==> src/hw/lcdg_params.svh <==
// Constants for the LCD geometry and address setup block and its host controller
`ifndef LCDG_PARAMS_SVH
`define LCDG_PARAMS_SVH

// Instruction codes
`define LCDG_CODE_PITCH 4'h1
`define LCDG_CODE_CPL 4'h2
`define LCDG_CODE_DUTY 4'h3
`define LCDG_CODE_CURLINE 4'h4
`define LCDG_CODE_START_LO 4'h8
`define LCDG_CODE_START_HI 4'h9
`define LCDG_CODE_PTR_LO 4'hA
`define LCDG_CODE_PTR_HI 4'hB

// Field positions in the pitch byte and the status byte
`define LCDG_VP_MSB 7
`define LCDG_VP_LSB 4
`define LCDG_HP_MSB 2
`define LCDG_HP_LSB 0
`define LCDG_BUSY_BIT 7

// Reset values
`define LCDG_RST_PITCH 8'h77
`define LCDG_RST_CPL 8'h13
`define LCDG_RST_DUTY 8'h4F
`define LCDG_RST_CURLINE 4'h7
`define LCDG_RST_WORD 16'h0000

// Execution time of one instruction
`define LCDG_CLK_PERIOD_NS 10
`define LCDG_EXEC_TIME_NS 50
`define LCDG_EXEC_CYCLES ((`LCDG_EXEC_TIME_NS + `LCDG_CLK_PERIOD_NS - 1) / `LCDG_CLK_PERIOD_NS)

// Host register map (AXI4-Lite byte addresses)
`define LCDG_OFS_CMD 8'h00
`define LCDG_OFS_PTR 8'h04
`define LCDG_OFS_STATUS 8'h08
`define LCDG_CMD_CODE_LSB 0
`define LCDG_CMD_DATA_LSB 8
`define LCDG_RESP_OKAY 2'b00
`define LCDG_RESP_SLVERR 2'b10

`endif

==> src/hw/lcdg_pkg.sv <==
// Types shared by the two ends of the LCD geometry link
package lcdg_pkg;

    typedef logic [3:0] lcdg_code_t;

    typedef enum logic [4:0] {
        LCDG_H_IDLE = 5'b0_0001,
        LCDG_H_POLL = 5'b0_0010,
        LCDG_H_WAIT = 5'b0_0100,
        LCDG_H_INSTR = 5'b0_1000,
        LCDG_H_DATA = 5'b1_0000
    } lcdg_host_state_t;

endpackage

==> src/hw/lcdg_bus_if.sv <==
// Parallel register-select link between host controller and display controller
`timescale 1ns/10ps
`default_nettype none

interface lcdg_bus_if;
    logic register_select;
    logic wr_en;
    logic rd_en;
    logic [7:0] wr_data;
    logic [7:0] rd_data;
    logic rd_valid;

    modport dev (
        input register_select,
        input wr_en,
        input rd_en,
        input wr_data,
        output rd_data,
        output rd_valid
    );

    modport host (
        output register_select,
        output wr_en,
        output rd_en,
        output wr_data,
        input rd_data,
        input rd_valid
    );
endinterface

`default_nettype wire

==> src/hw/lcdg_device.sv <==
// Display controller end: instruction decode, geometry and address registers
`timescale 1ns/10ps
`default_nettype none
`include "lcdg_params.svh"

module lcdg_device #(
    parameter int EXEC_CYCLES = `LCDG_EXEC_CYCLES
) (
    input wire logic aclk,
    input wire logic aresetn,
    lcdg_bus_if.dev bus,
    input wire logic graphic_mode,
    input wire logic cursor_on,
    input wire logic ram_step,
    output logic [3:0] vertical_char_pitch,
    output logic [2:0] horizontal_char_pitch,
    output logic [7:0] chars_per_line,
    output logic [7:0] duty_line_count,
    output logic [3:0] cursor_line,
    output logic [15:0] display_start,
    output logic [15:0] ram_pointer,
    output logic [12:0] screen_width_dots,
    output logic [3:0] cursor_length,
    output logic cursor_row_visible,
    output logic busy
);

    // ************************************************************
    // Helpers
    // ************************************************************

    // Stored fields hold value minus one
    function automatic logic [8:0] plus_one(input logic [7:0] v);
        plus_one = {1'b0, v} + 9'h001;
    endfunction

    // Carry into the high byte when the low byte's top bit falls
    function automatic logic low_msb_fall(input logic old_msb, input logic new_msb);
        low_msb_fall = old_msb & ~new_msb;
    endfunction

    // ************************************************************
    // Instruction register and execute strobe
    // ************************************************************

    lcdg_pkg::lcdg_code_t code_q;
    logic [7:0] busy_cnt_q;
    logic busy_q;
    logic exec;

    always_ff @(posedge aclk) begin
        if (!aresetn) begin
            code_q <= 4'h0;
        end else if (bus.wr_en && bus.register_select) begin
            code_q <= bus.wr_data[3:0];
        end
    end

    assign exec = bus.wr_en && !bus.register_select && !busy_q;

    always_ff @(posedge aclk) begin
        if (!aresetn) begin
            busy_cnt_q <= 8'h00;
            busy_q <= 1'b0;
        end else if (exec) begin
            busy_cnt_q <= 8'(EXEC_CYCLES);
            busy_q <= 1'b1;
        end else if (busy_cnt_q != 8'h00) begin
            busy_cnt_q <= busy_cnt_q - 8'h01;
            busy_q <= (busy_cnt_q != 8'h01);
        end else begin
            busy_q <= 1'b0;
        end
    end

    // ************************************************************
    // Status read
    // ************************************************************

    always_ff @(posedge aclk) begin
        if (!aresetn) begin
            bus.rd_data <= 8'h00;
            bus.rd_valid <= 1'b0;
        end else begin
            bus.rd_valid <= bus.rd_en;
            if (bus.rd_en && bus.register_select) begin
                bus.rd_data <= 8'h00;
                bus.rd_data[`LCDG_BUSY_BIT] <= busy_q;
            end else begin
                // Reads with register select low return zero
                bus.rd_data <= 8'h00;
            end
        end
    end

    // ************************************************************
    // Geometry registers
    // ************************************************************

    logic [7:0] pitch_q;
    logic [7:0] cpl_q;
    logic [7:0] duty_q;
    logic [3:0] curline_q;

    always_ff @(posedge aclk) begin
        if (!aresetn) begin
            pitch_q <= `LCDG_RST_PITCH;
        end else if (exec && code_q == `LCDG_CODE_PITCH) begin
            pitch_q <= {bus.wr_data[`LCDG_VP_MSB:`LCDG_VP_LSB], 1'b0,
                        bus.wr_data[`LCDG_HP_MSB:`LCDG_HP_LSB]};
        end
    end

    always_ff @(posedge aclk) begin
        if (!aresetn) begin
            cpl_q <= `LCDG_RST_CPL;
        end else if (exec && code_q == `LCDG_CODE_CPL) begin
            cpl_q <= bus.wr_data;
        end
    end

    always_ff @(posedge aclk) begin
        if (!aresetn) begin
            duty_q <= `LCDG_RST_DUTY;
        end else if (exec && code_q == `LCDG_CODE_DUTY) begin
            duty_q <= bus.wr_data;
        end
    end

    always_ff @(posedge aclk) begin
        if (!aresetn) begin
            curline_q <= `LCDG_RST_CURLINE;
        end else if (exec && code_q == `LCDG_CODE_CURLINE) begin
            curline_q <= bus.wr_data[3:0];
        end
    end

    // ************************************************************
    // Address registers
    // ************************************************************

    logic [15:0] start_q;
    logic [15:0] ptr_q;

    always_ff @(posedge aclk) begin
        if (!aresetn) begin
            start_q <= `LCDG_RST_WORD;
        end else if (exec && code_q == `LCDG_CODE_START_LO) begin
            start_q[7:0] <= bus.wr_data;
        end else if (exec && code_q == `LCDG_CODE_START_HI) begin
            start_q[15:8] <= bus.wr_data;
        end
    end

    always_ff @(posedge aclk) begin
        if (!aresetn) begin
            ptr_q <= `LCDG_RST_WORD;
        end else if (exec && code_q == `LCDG_CODE_PTR_LO) begin
            // The counter ripples like hardware, so a falling low MSB carries
            ptr_q <= {ptr_q[15:8] + {7'h00, low_msb_fall(ptr_q[7], bus.wr_data[7])},
                      bus.wr_data};
        end else if (exec && code_q == `LCDG_CODE_PTR_HI) begin
            ptr_q[15:8] <= bus.wr_data;
        end else if (ram_step) begin
            ptr_q <= ptr_q + 16'h0001;
        end
    end

    // ************************************************************
    // Derived display geometry
    // ************************************************************

    logic [8:0] hp_dots;
    logic [8:0] vp_dots;
    logic [8:0] cp_line;

    assign hp_dots = plus_one({5'h00, pitch_q[`LCDG_HP_MSB:`LCDG_HP_LSB]});
    assign vp_dots = plus_one({4'h0, pitch_q[`LCDG_VP_MSB:`LCDG_VP_LSB]});
    assign cp_line = plus_one({4'h0, curline_q});

    // Pitch drives spacing or bits shown
    always_ff @(posedge aclk) begin
        if (!aresetn) begin
            horizontal_char_pitch <= 3'h0;
        end else begin
            horizontal_char_pitch <= pitch_q[`LCDG_HP_MSB:`LCDG_HP_LSB];
        end
    end

    // Vertical pitch ignored in graphic mode
    always_ff @(posedge aclk) begin
        if (!aresetn) begin
            vertical_char_pitch <= 4'h0;
        end else if (graphic_mode) begin
            vertical_char_pitch <= 4'h0;
        end else begin
            vertical_char_pitch <= pitch_q[`LCDG_VP_MSB:`LCDG_VP_LSB];
        end
    end

    always_ff @(posedge aclk) begin
        if (!aresetn) begin
            screen_width_dots <= 13'h0000;
        end else begin
            screen_width_dots <= 13'(hp_dots[3:0] * plus_one(cpl_q));
        end
    end

    always_ff @(posedge aclk) begin
        if (!aresetn) begin
            cursor_length <= 4'h0;
        end else begin
            cursor_length <= hp_dots[3:0];
        end
    end

    always_ff @(posedge aclk) begin
        if (!aresetn) begin
            cursor_row_visible <= 1'b0;
        end else begin
            cursor_row_visible <= cursor_on && !graphic_mode && (cp_line <= vp_dots);
        end
    end

    always_ff @(posedge aclk) begin
        if (!aresetn) begin
            ram_pointer <= `LCDG_RST_WORD;
            display_start <= `LCDG_RST_WORD;
            chars_per_line <= 8'h00;
            duty_line_count <= 8'h00;
            cursor_line <= 4'h0;
            busy <= 1'b0;
        end else begin
            ram_pointer <= ptr_q;
            display_start <= start_q;
            chars_per_line <= cpl_q;
            duty_line_count <= duty_q;
            cursor_line <= curline_q;
            busy <= busy_q;
        end
    end

endmodule

`default_nettype wire

==> src/flat_wrapper.sv <==
// flat-port wrapper written by rule: the top's interface ports become plain ports
module lcdg_device_flat 
#(
    parameter int EXEC_CYCLES = `LCDG_EXEC_CYCLES
)
  (aclk, aresetn, graphic_mode, cursor_on, ram_step, vertical_char_pitch, horizontal_char_pitch, chars_per_line, duty_line_count, cursor_line, display_start, ram_pointer, screen_width_dots, cursor_length, cursor_row_visible, busy, bus_register_select, bus_wr_en, bus_rd_en, bus_wr_data, bus_rd_data, bus_rd_valid);
  lcdg_bus_if bus_i ();
  input wire logic aclk;
  input wire logic aresetn;
  input wire logic graphic_mode;
  input wire logic cursor_on;
  input wire logic ram_step;
  output logic [3:0] vertical_char_pitch;
  output logic [2:0] horizontal_char_pitch;
  output logic [7:0] chars_per_line;
  output logic [7:0] duty_line_count;
  output logic [3:0] cursor_line;
  output logic [15:0] display_start;
  output logic [15:0] ram_pointer;
  output logic [12:0] screen_width_dots;
  output logic [3:0] cursor_length;
  output logic cursor_row_visible;
  output logic busy;
  input wire logic [$bits(bus_i.register_select)-1:0] bus_register_select;
  input wire logic [$bits(bus_i.wr_en)-1:0] bus_wr_en;
  input wire logic [$bits(bus_i.rd_en)-1:0] bus_rd_en;
  input wire logic [$bits(bus_i.wr_data)-1:0] bus_wr_data;
  output wire logic [$bits(bus_i.rd_data)-1:0] bus_rd_data;
  output wire logic [$bits(bus_i.rd_valid)-1:0] bus_rd_valid;
  assign bus_i.register_select = bus_register_select;
  assign bus_i.wr_en = bus_wr_en;
  assign bus_i.rd_en = bus_rd_en;
  assign bus_i.wr_data = bus_wr_data;
  assign bus_rd_data = bus_i.rd_data;
  assign bus_rd_valid = bus_i.rd_valid;
  lcdg_device #(.EXEC_CYCLES(EXEC_CYCLES)) u_core (.aclk(aclk), .aresetn(aresetn), .bus(bus_i), .graphic_mode(graphic_mode), .cursor_on(cursor_on), .ram_step(ram_step), .vertical_char_pitch(vertical_char_pitch), .horizontal_char_pitch(horizontal_char_pitch), .chars_per_line(chars_per_line), .duty_line_count(duty_line_count), .cursor_line(cursor_line), .display_start(display_start), .ram_pointer(ram_pointer), .screen_width_dots(screen_width_dots), .cursor_length(cursor_length), .cursor_row_visible(cursor_row_visible), .busy(busy));
endmodule
==> config.mk <==
export PLATFORM = sky130hd
export DESIGN_NAME = lcdg_device_flat
export DESIGN_NICKNAME = d
export VERILOG_FILES = /design/src/hw/lcdg_pkg.sv /design/src/hw/lcdg_bus_if.sv /design/src/hw/lcdg_device.sv /design/src/flat_wrapper.sv
export VERILOG_INCLUDE_DIRS = /design/src /design/src/hw
export SDC_FILE = /design/constraint.sdc
export NUM_CORES = 1
export LEC_CHECK = 0
export CORE_MARGIN = 2
export CORE_UTILIZATION = 30
export DETAILED_ROUTE_END_ITERATION = 6
export DONT_BUFFER_PORTS = 1
export PLACE_DENSITY_LB_ADDON = 0.1
export SYNTH_ARGS = -nofsm -noshare
export SYNTH_HDL_FRONTEND = slang
export SYNTH_SLANG_ARGS = --single-unit
==> constraint.sdc <==
create_clock -name aclk -period 9.5 [get_ports aclk]
set_input_delay 1.9 -clock aclk [delete_from_list [all_inputs] [get_ports aclk]]
set_output_delay 1.9 -clock aclk [all_outputs]
set_load 0.1 [all_outputs]
# ---- Yosys cells after proc, flatten, opt, wreduce, memory -nomap -nowiden
# Index checks and enable logic that the tools add are counted.
# W data, S select, Z words.
dict set report word_totals {
  register_bits 159
  inputBits 16
  output_inout_bits 87
  word_cells 83
}
dict set report classes {
  add_sub_neg 7
  multipliers 1
  n_lt_le_gt_ge 1
  n_eq_ne 10
  mux 8
  n_bitwise 4
  reduce_logical 26
}
# op count
set op_table {}
lappend op_table {{$mux W16} 2}
lappend op_table {{$add A16 B1 Y16 const B} 1}
lappend op_table {{$eq A4 B4 Y1 const B} 4}
lappend op_table {{$mux W8} 2}
lappend op_table {{$logic_and A1 B1 Y1} 14}
lappend op_table {{$mul A4 B9 Y13} 1}
lappend op_table {{$add A4 B1 Y5 const B} 2}
lappend op_table {{$add A8 B1 Y9 const B} 1}
lappend op_table {{$le A9 B9 Y1} 1}
lappend op_table {{$add A8 B1 Y8} 1}
lappend op_table {{$eq A4 B2 Y1 const B} 2}
lappend op_table {{$ne A8 B1 Y1 const B} 1}
lappend op_table {{$reduce_bool A8 Y1} 1}
lappend op_table {{$sub A8 B1 Y8 const B} 1}
lappend op_table {{$mux W3} 2}
lappend op_table {{$reduce_and A2 Y1} 3}
lappend op_table {{$add A3 B1 Y4 const B} 1}
lappend op_table {{$eq A4 B1 Y1 const B} 1}
lappend op_table {{$eq A4 B3 Y1 const B} 1}
lappend op_table {{$reduce_bool A2 Y1} 2}
lappend op_table {{$reduce_or A2 Y1} 2}
lappend op_table {{$logic_not A1 Y1} 3}
lappend op_table {{$not A1 Y1} 3}
lappend op_table {{$reduce_bool A3 Y1} 1}
lappend op_table {{other kinds (3)} 4}

# ---- Depth between registers and ports, before layout
dict set report logic_depth {
  depth_word 6
  mapped_depth 15
  ltp_nobuf 15
}

# ---- Worst setup path before layout
# Ideal clock, no wire load.
dict set report synth_timing {
  path_kind {reg2reg}
  start {register u_core.pitch_q[0]}
  end {register u_core.screen_width_dots[8]}
  t_arrival_ns 3.446
  t_required_ns 9.372
  path_slack_ns 5.926
  stages_incl_launch_ff 13
  synth_period_minus_slack_ns 3.574
  cell_sequence {dfxtp_1 -> ha_1 -> xnor2_1 -> nand2b_1 -> fa_1 -> fa_1 -> inv_1 -> fa_1 -> a211oi_1 -> o21bai_1 -> a21oi_1 -> xor2_1 -> nor2_1}
}
dict set report synth_between {
  elab_chain_len 2
}
# item line_no
set synth_rtl {}
lappend synth_rtl {{start, declared} lcdg_device.sv:100} ;# logic [7:0] pitch_q;
lappend synth_rtl {{start signal, assigned} lcdg_device.sv:107} ;# pitch_q <= `LCDG_RST_PITCH;
lappend synth_rtl {{start signal, assigned} lcdg_device.sv:109} ;# pitch_q <= {bus.wr_data[`LCDG_VP_MSB:`LCDG_VP_LSB], 1'b0,
lappend synth_rtl {{$add A3 B1 Y4} lcdg_device.sv:34} ;# plus_one = {1'b0, v} + 9'h001;
lappend synth_rtl {{$mul A4 B9 Y13} lcdg_device.sv:205} ;# screen_width_dots <= 13'(hp_dots[3:0] * plus_one(cpl_q));
lappend synth_rtl {{end signal, assigned} lcdg_device.sv:205}
lappend synth_rtl {{end, declared} lcdg_device.sv:22} ;# output logic [12:0] screen_width_dots,
# No other way between the ends.
# A chain may end at the register's enable or synchronous reset.

# ---- Worst setup path after layout
dict set report layout_timing {
  start {register u_core.pitch_q[0]}
  end {register u_core.screen_width_dots[12]}
}
# The elaborated chain is that of the path after synthesis.

==> run_results.csv <==
group,metric,value,unit
global_routing,grt_start_max_net_pins,98,
floorplan,die_y,155,um
power_and_ir_drop,totalPowerFinal,1.53,mW
critical_path,r2r_end,"u_core.screen_width_dots[12]",
routing,route.detailed.wl_per_inst,16.2,um
power_and_ir_drop,cellLeakagePower,3.23,nW
routing,dr.first_iter.drc_count,193,
synth,yosysWarningCount,0,
placement,gp_congestion,0.749,
global_routing,grt_pass1_vias,4897,
floorplan,die_width,155,um
clock_tree,cts.hold.buffers_added,0,
power_and_ir_drop,p_sw,0.471,mW
global_routing,gr-usage-met1,17.8,%
placement,detailed_place_hpwl,10900,um
power_and_ir_drop,ir_drop,91.5,uV
synth,async_flop_share,0,%
critical_path,worst_r2r_path_depth,12,
layout,syn2layout_area_growth,11.0,%
clock_tree,clk_path_buf_depth,2,
critical_path,criticalPathCategory,"reg -> reg",
critical_path,critPathMaxFanout,15,
routing,first_pass_iters,5,
global_routing,top_usage_layer,"met2",
floorplan,initial_core_util,30.4,%
power_and_ir_drop,p_sw_share,30.7,%
critical_path,timing.reg2reg.setup_slack,5.27,ns
clock_tree,clk_pin_slew_worst_paths,0.07,ns
routing,route.vias.total,4724,
global_routing,use_met3,4.09,%
critical_path,arrival,4.53,ns
floorplan,i_o_pin_cnt,103,
power_and_ir_drop,comb_power_share,8.7,%
timing,timing.clock.skew,0.0115,ns
layout,mostFrequentLayoutCells,"152 x dfxtp_1, 76 x nor2_1, 62 x and2_1",
timing,rsz0062_at_grt,"false",
synth,netlist_area,0.00681,mm2
worst_hold_path,worstHoldPathType,"reg -> reg",
worst_hold_path,worstHoldPathCells,1,
clock_tree,cts_inserted_buffers,17,
routing,final_antenna_net_count,0,
power_and_ir_drop,clkPwrFrac,42.2,%
routing,via_per_inst,4.75,
timing,slew_violations,0,
timing,transition_time_at_the_pin_with_the_least_slew_margin,0.977,ns
synth,yosysUniqueCellTypes,58,
run_status,outcome,"finished, final reports clean",
run,max_cap_violations,0,
global_routing,global_route_wire_length_before_repair,26300,um
timing,final.hold.worst_slack,0.460,ns
layout,fin_nets,758,
timing,timing.fmax,236,MHz
clock_tree,cts.htree.levels,4,
timing,finalSetupTns,0,ns
placement,placement.io_buffers,0,
global_routing,groute.usage.overall,14.1,%
critical_path,setup.worst_path.start_class,"flip-flop",
global_routing,grt.met2_usage,23.5,%
synth,postSynthAreaPerCell,9.67,um2
routing,drt_wl_total,16100,um
critical_path,timing.critical_path.to_type,"flip-flop",
routing,detail_route.drc_violations,0,
synth,ys_ff_latch,152,
synth,synth_seq_area_share,44.7,%
timing,report.final.hold_viol_count,0,
layout,drive_above_1_share,8.17,%
synth,postSynth.topFlopCell,"dfxtp_1",
worst_hold_path,min-delay-start,"u_core.start_q[6]",
clock_tree,tritoncts,"done",
clock_tree,numClockSinks,152,
power_and_ir_drop,sequentialPowerShare,49.1,%
clock_tree,worst_skew_pair.late_latency,0.43,ns
clock_tree,cts_resized,0,
worst_hold_path,holdPathEnd,"u_core.display_start[6]",
timing,period_minus_slack,4.23,ns
clock_tree,post_cts_setup_buffers,0,
timing,finalSetupViolations,0,
floorplan,std_cell_rows,55,
power_and_ir_drop,p_int,1.06,mW
floorplan,coreArea,0.0224,mm2
floorplan,design.die.area,0.0239,mm2
synth,synth_enable_flop_cells,0,
global_routing,globalRouteOverflowTotal,0,
synth,syn_inst,705,
timing,timing.final.crit_share,44.5,%
critical_path,required,9.81,ns
critical_path,r2r_startpoint,"u_core.pitch_q[0]",
layout,antenna-diode-count,0,
clock_tree,clk_root_buffer_cell,"clkbuf_16",
power_and_ir_drop,powerDensity,203,mW/mm2
layout,final_common_cell,"dfxtp_1",
global_routing,grt_antenna_before_repair,0,
timing,max-slew-margin-rel,34.7,%
[power groups by stage]
stage	Combinational [mW]	Clock (mW)	Sequential (mW)
after detailed placement	0.136	0	0.767
after floorplan	0.122	0	0.759
after CTS	0.137	0.669	0.753
final	0.134	0.647	0.753
after global placement	0.129	0	0.766
after global routing	0.153	0.697	0.756
[registers in the layout, indices dropped and copies added, names as in the netlist, 13 cells and up]
| register | count |
|---|---|
| u_core.ptr_q | 16 |
| u_core.display_start | 16 |
| u_core.start_q | 16 |
| u_core.screen_width_dots | 13 |
| u_core.ram_pointer | 16 |
[critical path, cell delays in order, from the launching register on]
cell	delay [ns]
dfxtp_1	0.46
ha_1	0.29
xnor2_1	0.61
nand2b_1	0.23
fa_1	0.46
fa_1	0.55
inv_1	0.07
fa_1	0.47
a211oi_1	0.33
o21bai_1	0.17
a21oi_1	0.25
o2bb2ai_1	0.10
mux2i_1	0.13
[area by class of cell]
cell class                 instances  area [um2]
inverter                          32         120
timing repair buffer               1        7.51
tap                              285         357
fill                            2339       14900
clock buffer                      17         425
sequential                       152        3040
multi-input combinational        493        3470
clock inverter                    15         139
[cell usage after synthesis (7+ instances only)]
cell | n | area, um2
clkbuf_1 | 17 | 63.8
ha_1 | 31 | 388
nor2b_1 | 10 | 62.6
and2_1 | 62 | 388
nand3_1 | 23 | 115
or2_2 | 8 | 50.1
xnor2_1 | 22 | 193
and3_1 | 7 | 43.8
nor3_1 | 11 | 55.1
nor2_1 | 76 | 285
a21oi_1 | 26 | 130
dfxtp_1 | 152 | 3040
o211ai_1 | 7 | 52.6
inv_1 | 32 | 120
mux2i_1 | 40 | 400
buf_4 | 7 | 52.6
nand2_1 | 45 | 169
nand4_1 | 7 | 43.8
fa_1 | 14 | 280
o21ai_0 | 20 | 100
xor2_1 | 14 | 123
[metrics by stage]
| step | utilization (%) | area, um2 | cells | setup slack (ns) |
|---|---|---|---|---|
| finish | 33.7 | 7560 | 995 | 5.27 |
| global route | 33.7 | 7560 | 995 | 4.94 |
| CTS | 33.7 | 7560 | 995 | 5.30 |
| detailed placement | 31.2 | 7000 | 963 | 5.33 |
| global placement | 31.2 | 7000 | 963 | 5.42 |
| floorplan | - | 6840 | 711 | 5.93 |
[routing by layer]
layer | vias up | wire (um)
li1 | 2342 | -
met1 | 2254 | 7440
met2 | 113 | 7760
met3 | 15 | 702
met4 | 0 | 189
met5 | - | 0
[cells by family after synthesis]
kind of cell | count (synthesis) | share of synthesized area, %
and+or+nand+nor | 280 | 22.4
AOI/OAI and AO/OA | 82 | 7.36
other | 1 | 0.0550
muxes | 43 | 6.37
xor gates and xnor gates | 36 | 4.63
adders and majority gates | 45 | 9.81
DFF | 152 | 44.7
buffers and inverters | 66 | 4.70
[worst max path at each step]
stage	startpoint	to	slack (ns)	cells past startpoint
after floorplan	u_core.pitch_q[0]	u_core.screen_width_dots[8]	5.93	12
after global placement	u_core.pitch_q[0]	u_core.screen_width_dots[8]	5.42	12
after detailed placement	u_core.pitch_q[0]	u_core.screen_width_dots[8]	5.33	12
after CTS	u_core.pitch_q[0]	u_core.screen_width_dots[12]	5.30	12
after global routing	u_core.pitch_q[0]	u_core.screen_width_dots[12]	4.94	12
final	u_core.pitch_q[0]	u_core.screen_width_dots[12]	5.27	12
No activity file was read; power rests on OpenSTA's default activity.
